===== src/rtl/rpd_regs.svh =====
/*
 * Register offsets, field positions, reset values and timing counts for the
 * DRAM rank power-down block.
 * Assumes a 32-bit APB slave with byte addresses and one word per register.
 */
`ifndef RPD_REGS_SVH
`define RPD_REGS_SVH

// ****************************************************************
// Register offsets
// ****************************************************************
`define RPD_PDCFG_OFF 12'h000
`define RPD_CTRL_OFF 12'h004
`define RPD_STATUS_OFF 12'h008
`define RPD_TIMING_OFF 12'h00c

// ****************************************************************
// Field positions
// ****************************************************************
`define RPD_TYPE_HI 15
`define RPD_TYPE_LO 12
`define RPD_IDLE_HI 11
`define RPD_IDLE_LO 0
`define RPD_CTRL_CKE_EN 0
`define RPD_CTRL_LOCK 1
`define RPD_CTRL_TRI_EN 2
`define RPD_CTRL_POP_LO 8
`define RPD_CTRL_GFX_LO 12
`define RPD_CTRL_DYN 16

// ****************************************************************
// Reset values and codes
// ****************************************************************
`define RPD_PDCFG_RST 16'h0000
`define RPD_TYPE_NONE 4'h0
`define RPD_TYPE_APD 4'h1
`define RPD_TYPE_PPD 4'h6

// ****************************************************************
// Exit timing in dram clock cycles
// ****************************************************************
`define RPD_TXP_CYC 8'h05
`define RPD_TXPDLL_CYC 8'h14

`endif


===== src/rtl/rpd_pkg.sv =====
/*
 * Types shared by the DRAM rank power-down block.
 * Assumes rpd_regs.svh supplies the numeric constants.
 */
package rpd_pkg;

    // Per-rank state, Gray coded along idle, precharge, power-down, exit, self-refresh.
    typedef enum logic [2:0] {
        RPD_ACTIVE = 3'h0,
        RPD_PRECH = 3'h1,
        RPD_PDOWN = 3'h3,
        RPD_EXIT = 3'h2,
        RPD_SREF = 3'h6
    } rpd_state_t;

    // Pin group of one rank: CKE level and output enables for CKE, CS, ODT and clock.
    typedef struct packed {
        logic cke;
        logic cke_oe;
        logic cs_oe;
        logic odt_oe;
        logic clk_oe;
    } rpd_pins_t;

endpackage


===== src/rtl/rpd_rank_pm.sv =====
/*
 * Per-rank clock-enable power manager for a DDR3 memory controller.
 * Assumes requests, refresh and package state inputs are synchronous to
 * ref_clk_i, and that a command scheduler obeys rank_ready_o.
 */
`timescale 1ns/1ps

`include "rpd_regs.svh"

module rpd_rank_pm
    import rpd_pkg::*;
#(
    parameter int RANKS = 4
) (
    input wire logic ref_clk_i,
    input wire logic rst_i,
    input wire logic psel_i,
    input wire logic penable_i,
    input wire logic pwrite_i,
    input wire logic [11:0] paddr_i,
    input wire logic [31:0] pwdata_i,
    output logic [31:0] prdata_o,
    output logic pready_o,
    output logic pslverr_o,
    input wire logic [RANKS-1:0] req_i,
    input wire logic [RANKS-1:0] pages_open_i,
    input wire logic pending_i,
    input wire logic pkg_c3_i,
    input wire logic refresh_req_i,
    input wire logic refresh_done_i,
    input wire logic [RANKS-1:0] throttle_i,
    output logic [RANKS-1:0] precharge_all_o,
    output logic [RANKS-1:0] rank_ready_o,
    output logic [RANKS-1:0] data_ready_o,
    output logic [RANKS-1:0] sref_o,
    output logic [RANKS-1:0] dll_off_o,
    output logic [RANKS-1:0] rx_en_o,
    output rpd_pins_t [RANKS-1:0] pins_o
);

    // ****************************************************************
    // Register file
    // ****************************************************************
    logic [15:0] pdcfg;
    logic cke_en;
    logic lock;
    logic tri_en;
    logic dyn_en;
    logic [3:0] populated;
    logic [3:0] gfx_rank;
    logic [7:0] txp;
    logic [7:0] txpdll;
    rpd_state_t state [RANKS];
    logic [RANKS-1:0] in_sref;
    logic [RANKS-1:0] in_pd;
    logic wr_acc;
    logic rd_acc;
    logic bad_addr;

    // Byte address decode; unmapped addresses answer with pslverr.
    function automatic logic mapped(input logic [11:0] a);
        mapped = (a == `RPD_PDCFG_OFF) || (a == `RPD_CTRL_OFF) ||
            (a == `RPD_STATUS_OFF) || (a == `RPD_TIMING_OFF);
    endfunction

    assign wr_acc = psel_i && penable_i && pwrite_i;
    assign rd_acc = psel_i && penable_i && !pwrite_i;
    assign bad_addr = !mapped(paddr_i);

    // Every access completes in its first access cycle, so pready is a
    // flop raised in the setup cycle and dropped once the access ends.
    always_ff @(posedge ref_clk_i or posedge rst_i) begin
        if (rst_i) begin
            pready_o <= 1'b0;
            pslverr_o <= 1'b0;
        end else begin
            pready_o <= psel_i && !penable_i;
            pslverr_o <= psel_i && !penable_i && !mapped(paddr_i);
        end
    end

    // Config register stays writable at run time until the lock is set.
    always_ff @(posedge ref_clk_i or posedge rst_i) begin
        if (rst_i) begin
            pdcfg <= `RPD_PDCFG_RST;
        end else if (wr_acc && pready_o && paddr_i == `RPD_PDCFG_OFF && !lock) begin
            pdcfg <= pwdata_i[15:0];
        end
    end

    // Control: CKE enable, lock, tri-state enable, populated and graphics masks.
    // Populated resets to all ones so no present module loses its data.
    always_ff @(posedge ref_clk_i or posedge rst_i) begin
        if (rst_i) begin
            cke_en <= 1'b0;
            lock <= 1'b0;
            tri_en <= 1'b0;
            dyn_en <= 1'b0;
            populated <= 4'hf;
            gfx_rank <= 4'h0;
        end else if (wr_acc && pready_o && paddr_i == `RPD_CTRL_OFF && !lock) begin
            cke_en <= pwdata_i[`RPD_CTRL_CKE_EN];
            lock <= pwdata_i[`RPD_CTRL_LOCK];
            tri_en <= pwdata_i[`RPD_CTRL_TRI_EN];
            populated <= pwdata_i[`RPD_CTRL_POP_LO +: 4];
            gfx_rank <= pwdata_i[`RPD_CTRL_GFX_LO +: 4];
            dyn_en <= pwdata_i[`RPD_CTRL_DYN];
        end
    end

    // Exit timing counts, adjustable because tXPDLL differs by DDR type.
    always_ff @(posedge ref_clk_i or posedge rst_i) begin
        if (rst_i) begin
            txp <= `RPD_TXP_CYC;
            txpdll <= `RPD_TXPDLL_CYC;
        end else if (wr_acc && pready_o && paddr_i == `RPD_TIMING_OFF && !lock) begin
            txp <= pwdata_i[7:0];
            txpdll <= pwdata_i[15:8];
        end
    end

    // Read data is registered in the setup cycle; status shows rank states.
    always_ff @(posedge ref_clk_i or posedge rst_i) begin
        if (rst_i) begin
            prdata_o <= 32'h0000_0000;
        end else if (psel_i && !penable_i && !pwrite_i) begin
            case (paddr_i)
                `RPD_PDCFG_OFF: prdata_o <= {16'h0000, pdcfg};
                `RPD_CTRL_OFF: prdata_o <= {15'h0000, dyn_en, gfx_rank, populated,
                    5'h00, tri_en, lock, cke_en};
                `RPD_STATUS_OFF: prdata_o <= {24'h000000, 4'(in_sref), 4'(in_pd)};
                `RPD_TIMING_OFF: prdata_o <= {16'h0000, txpdll, txp};
                default: prdata_o <= 32'h0000_0000;
            endcase
        end
    end

    // ****************************************************************
    // Per-rank power-down engine
    // ****************************************************************
    logic [3:0] pd_type;
    logic [11:0] expiry;
    logic sref_req;
    logic refresh_hold;

    assign pd_type = pdcfg[`RPD_TYPE_HI:`RPD_TYPE_LO];
    assign expiry = pdcfg[`RPD_IDLE_HI:`RPD_IDLE_LO];
    // Self-refresh only once pending cycles have drained.
    assign sref_req = pkg_c3_i && !pending_i;

    // Refresh window: held from request to completion under dynamic power-down.
    always_ff @(posedge ref_clk_i or posedge rst_i) begin
        if (rst_i) begin
            refresh_hold <= 1'b0;
        end else if (refresh_req_i && dyn_en) begin
            refresh_hold <= 1'b1;
        end else if (refresh_done_i) begin
            refresh_hold <= 1'b0;
        end
    end

    for (genvar r = 0; r < RANKS; r++) begin : g_rank
        logic [11:0] idle_cnt;
        logic [7:0] exit_cnt;
        logic [7:0] data_cnt;
        logic pop;
        logic drive;
        logic wake;

        assign pop = populated[r] || !tri_en;
        assign drive = pop;
        // Refresh and requests, or an asserted throttle, pull the rank out.
        assign wake = req_i[r] || refresh_hold || throttle_i[r] || !cke_en;

        // Idle counter reloads on every arrival and stops at expiry. Entry compares with >=
        // so that a lowered expiry takes effect at once instead of leaving the rank awake until the next arrival reloads the counter.
        always_ff @(posedge ref_clk_i or posedge rst_i) begin
            if (rst_i) begin
                idle_cnt <= 12'h000;
            end else if (req_i[r] || state[r] != RPD_ACTIVE) begin
                idle_cnt <= 12'h000;
            end else if (idle_cnt < expiry) begin
                idle_cnt <= idle_cnt + 12'h001;
            end
        end

        // Rank state machine.
        always_ff @(posedge ref_clk_i or posedge rst_i) begin
            if (rst_i) begin
                state[r] <= RPD_ACTIVE;
                exit_cnt <= 8'h00;
                data_cnt <= 8'h00;
                dll_off_o[r] <= 1'b0;
            end else begin
                case (state[r])
                    RPD_ACTIVE: begin
                        if (cke_en && sref_req && !gfx_rank[r]) begin
                            state[r] <= RPD_SREF;
                        end else if (cke_en && !wake && pd_type != `RPD_TYPE_NONE &&
                                idle_cnt >= expiry) begin
                            if (pd_type == `RPD_TYPE_PPD && pages_open_i[r]) begin
                                state[r] <= RPD_PRECH;
                            end else begin
                                state[r] <= RPD_PDOWN;
                                dll_off_o[r] <= pd_type == `RPD_TYPE_PPD;
                            end
                        end
                    end
                    RPD_PRECH: begin
                        if (wake) begin
                            state[r] <= RPD_ACTIVE;
                        end else if (!pages_open_i[r]) begin
                            state[r] <= RPD_PDOWN;
                            dll_off_o[r] <= 1'b1;
                        end
                    end
                    RPD_PDOWN: begin
                        if (wake || (sref_req && !gfx_rank[r])) begin
                            state[r] <= RPD_EXIT;
                            exit_cnt <= txp;
                            data_cnt <= dll_off_o[r] ? txpdll : txp;
                        end
                    end
                    RPD_EXIT: begin
                        if (exit_cnt != 8'h00) begin
                            exit_cnt <= exit_cnt - 8'h01;
                        end
                        if (data_cnt != 8'h00) begin
                            data_cnt <= data_cnt - 8'h01;
                        end else begin
                            state[r] <= RPD_ACTIVE;
                            dll_off_o[r] <= 1'b0;
                        end
                    end
                    RPD_SREF: begin
                        if (!sref_req) begin
                            state[r] <= RPD_EXIT;
                            exit_cnt <= txpdll;
                            data_cnt <= txpdll;
                        end
                    end
                    default: state[r] <= RPD_ACTIVE;
                endcase
            end
        end

        // Output pins and status flops; every output leaves a flop.
        always_ff @(posedge ref_clk_i or posedge rst_i) begin
            if (rst_i) begin
                pins_o[r] <= '{cke: 1'b0, cke_oe: 1'b1, cs_oe: 1'b1, odt_oe: 1'b1,
                    clk_oe: 1'b1};
                rank_ready_o[r] <= 1'b0;
                data_ready_o[r] <= 1'b0;
                precharge_all_o[r] <= 1'b0;
                sref_o[r] <= 1'b0;
                rx_en_o[r] <= 1'b1;
                in_pd[r] <= 1'b0;
                in_sref[r] <= 1'b0;
            end else begin
                pins_o[r].cke <= cke_en && drive &&
                    (state[r] == RPD_ACTIVE || state[r] == RPD_PRECH ||
                    state[r] == RPD_EXIT);
                pins_o[r].cke_oe <= drive;
                pins_o[r].cs_oe <= drive;
                pins_o[r].odt_oe <= drive;
                pins_o[r].clk_oe <= drive;
                rx_en_o[r] <= drive;
                rank_ready_o[r] <= cke_en && drive && (state[r] == RPD_ACTIVE ||
                    (state[r] == RPD_EXIT && exit_cnt == 8'h00));
                data_ready_o[r] <= cke_en && drive && state[r] == RPD_ACTIVE;
                precharge_all_o[r] <= state[r] == RPD_PRECH;
                sref_o[r] <= state[r] == RPD_SREF;
                in_pd[r] <= state[r] == RPD_PDOWN;
                in_sref[r] <= state[r] == RPD_SREF;
            end
        end

    end
endmodule // rpd_rank_pm


===== config.mk =====
export PLATFORM = sky130hd
export DESIGN_NAME = rpd_rank_pm
export DESIGN_NICKNAME = d
export VERILOG_FILES = /design/src/rtl/rpd_pkg.sv /design/src/rtl/rpd_rank_pm.sv
export VERILOG_INCLUDE_DIRS = /design/src /design/src/rtl
export SDC_FILE = /design/constraint.sdc
export NUM_CORES = 1
export LEC_CHECK = 0
export ABC_AREA = 1
export BUFFER_PORTS_ARGS = -buffer_cell sky130_fd_sc_hd__buf_2
export CAP_MARGIN = 20
export CORE_UTILIZATION = 30
export DETAILED_ROUTE_END_ITERATION = 8
export PLACE_DENSITY = 0.49
export SLEW_MARGIN = 20
export SYNTH_ARGS = -nofsm -noshare
export SYNTH_HDL_FRONTEND = slang
export SYNTH_SLANG_ARGS = --single-unit

===== constraint.sdc =====
create_clock -name ref_clk_i -period 6.1 [get_ports ref_clk_i]
set_input_delay 0.61 -clock ref_clk_i [delete_from_list [all_inputs] [get_ports ref_clk_i]]
set_output_delay 0.61 -clock ref_clk_i [all_outputs]
set_load 0.02 [all_outputs]

==> results_dict.tcl <==
set metrics [dict create \
    ys_async_sr_fraction_pct 100 \
    path_buf_inv 1 \
    pwr_density_cell_nw_per_um2 197 \
    drive_above_1_share_pct 10.9 \
    ys_ff_latch 220 \
    end_kind "flip-flop" \
    final_nets 2144 \
    drt_wl_total_um 45000 \
    slew_headroom_pct 31.1 \
    pin_count 143 \
    reg2reg_depth 8 \
    die-area_um2 47900 \
    clock_latency_ps 560 \
    r2r_start "state[0]$_DFFE_PP0P_" \
    grt_start_max_net_pins 171 \
    synth.largest_area_cell "dfrtp_1" \
    syn_area_per_cell_um2 7.26 \
    status "completed" \
    rsz0062_at_grt "false" \
    tightest_slew_ps 1030 \
    cts.sinks 220 \
    hp-class "in2async" \
    fin_setup_tns_ps 0 \
    place_hpwl_um 32500 \
    placed_area_um2 15000 \
    min_period_ps 2520 \
    final_cells 2643 \
    finalHoldViolCount 0 \
    vias 13111 \
    grt_usage_pct 18.8 \
    crit_slowest_cell "nand3_2" \
    yosys_warnings 0 \
    area_growth_pct 12.5 \
    coreArea_um2 46500 \
    gp_congestion 0.881 \
    ys_top_cells_by_count "nand2_1, inv_1, dfrtp_1" \
    skew_ps 19.4 \
    final_area_um2 15900 \
    initial_core_util_pct 30.4 \
    cts_buffers 27 \
    htreeDepth 1 \
    drc 0 \
    crit_type "in2reg" \
    drt-vias-per-instance 4.96 \
    required_ps 6530 \
    max_freq_ghz 0.397 \
    cts_resized 0 \
    cts_root_buf "clkbuf_16" \
    setup_viol 0 \
    final_max_slew_viol_count 0 \
    fp.dieH_um 219 \
    post-cts-setup-buffers 0 \
    clk_pin_slew_ps 60 \
    critPathTopFamily "simple AND/OR/NAND/NOR gates" \
    synthTopCellsByArea "dfrtp_1, nand2_1, inv_1" \
    std_cell_rows 79 \
    postCtsHoldBufs 0 \
    yosysTopAreaCellShare_pct 36.9 \
    reg2reg_to "g_rank[3].exit_cnt[2]$_DFFE_PP0P_" \
    critical_path.startpoint_type "input port" \
    cp.depth 5 \
    ant_nets 0 \
    synthDistinctLibCells 52 \
    min_period_over_period_pct 41.3 \
    cp_max_fo 27 \
    firstDrtPassIters 5 \
    antenna_found_initial 2 \
    grt_pass1_vias 12325 \
    leakagePower_nw 7.56 \
    power_mw 3.13 \
    drv_cap 0 \
    synth_edf_count 0 \
    r2r_setup_slack_ps 3630 \
    max_stage_delay_ps 730 \
    drtIter0Drc 1127 \
    io_buffers 112 \
    cp_data_arrival_time_ps 2950 \
    ir_drop_v 0.000177 \
    placedCellCount 2592 \
    wire_per_inst_um 17.0 \
    overflow 0 \
    worstPathCellList "buf_2 > or2_1 > nor3_2 > nand3_2 > mux2_2" \
    synthCells 1941 \
    syn_area_um2 14100 \
    yosysMostFrequentCell "nand2_1" \
    die_x_um 219 \
    synthFlopType "dfrtp_1" \
    cts_tree "yes" \
    grt_first_pass_wirelength_um 69900 \
    clk_path_buf_depth 3 \
    ys_seq_area_share_pct 39.1 \
]
[worst max path at each step]
stage | from | end
6_report | paddr_i[1] | pdcfg[14]$_DFFE_PP0P_
5_1_grt | pdcfg[7]$_DFFE_PP0P_ | g_rank[2].idle_cnt[8]$_DFFE_PP0P_
4_1_cts | pdcfg[9]$_DFFE_PP0P_ | g_rank[0].idle_cnt[5]$_DFFE_PP0P_
3_5_place_dp | paddr_i[1] | pdcfg[13]$_DFFE_PP0P_
3_3_place_gp | paddr_i[1] | pdcfg[13]$_DFFE_PP0P_
2_1_floorplan | rst_i | cke_en$_DFFE_PP0P_
[registers in the layout, summed over array words and instances (netlist names), 8 cells and up]
| name | flops |
|---|---|
| state | 12 |
| g_rank.exit_cnt | 32 |
| txpdll | 8 |
| g_rank.data_cnt | 32 |
| prdata_o | 17 |
| g_rank.idle_cnt | 48 |
| pdcfg | 16 |
| txp | 8 |
| pins_o | 8 |
[per-layer routing]
metal | vias up | wire, um | GRT usage [%]
met3 | 76 | 2150 | 2.22
li1 | 6496 | - | -
met2 | 308 | 20700 | 30.8
met1 | 6231 | 20400 | 25.4
met4 | 0 | 1720 | 6.78
met5 | - | 0 | 0
[cell families after synthesis]
kind of cell             after synthesis  share of synthesized area (%)
AO/OA/AOI/OAI                        339                           13.7
other                                  1                         0.0266
flip-flops                           220                           39.1
AND/OR/NAND/NOR                      953                           29.5
XOR/XNOR                              22                           1.37
multiplexers                           5                          0.399
buffers and inverters                336                           10.1
adder cells (fa/ha/maj)               65                           5.77
[stage by stage]
| stage | util, % | worst slack, ps | hold slack, ps |
|---|---|---|---|
| 2_1_floorplan | - | 2630 | 442 |
| 3_3_place_gp | 32.4 | 3030 | 463 |
| 3_5_place_dp | 32.4 | 3030 | 466 |
| 4_1_cts | 34.1 | 3250 | 13.8 |
| 5_1_grt | 34.1 | 3380 | 44.5 |
| 6_report | 34.1 | 3580 | 31.0 |
[layout make-up]
cell class	instances	area, um2
antenna	2	5.00
clock buffer	44	759
sequential	220	5520
inverter	250	942
multi-input combinational	1399	7220
fill	4997	30600
tap	607	759
clock inverter	5	50.0
timing repair buffer	116	603
[cells in the final DEF (no fill, tap or decap), types with 11 or more instances in the layout]
master,synthesis,routed
nand2_1,525,525
nor3_1,34,32
o21ai_1,50,50
nand4_1,37,37
buf_2,15,112
o22ai_1,11,11
ha_1,65,65
o21ai_0,129,129
nand3b_1,11,11
inv_2,12,12
o221ai_1,18,18
dfrtp_1,208,208
dfstp_2,12,12
nor2_1,157,157
clkbuf_16,0,27
a21oi_1,79,79
xor2_1,16,16
inv_1,232,231
clkbuf_1,35,15
conb_1,1,15
nand3_1,148,148
o211ai_1,22,22
[worst reg2reg max path: cells and delay by family, from the launching register on]
kind / cells / cell delay, ps
AND/OR/NAND/NOR: 5 / 1470
AO/OA/AOI/OAI: 1 / 50
buffers and inverters: 2 / 400
flip-flops: 1 / 430
[power breakdown]
part	total, mW	switching (mW)	internal, mW
Combinational	0.118	0.0883	0.0300
Sequential	1.48	0.00936	1.47
Clock	1.53	0.650	0.885
Total	3.13	0.747	2.38
Note: power is estimated with default switching activity, not from simulation.
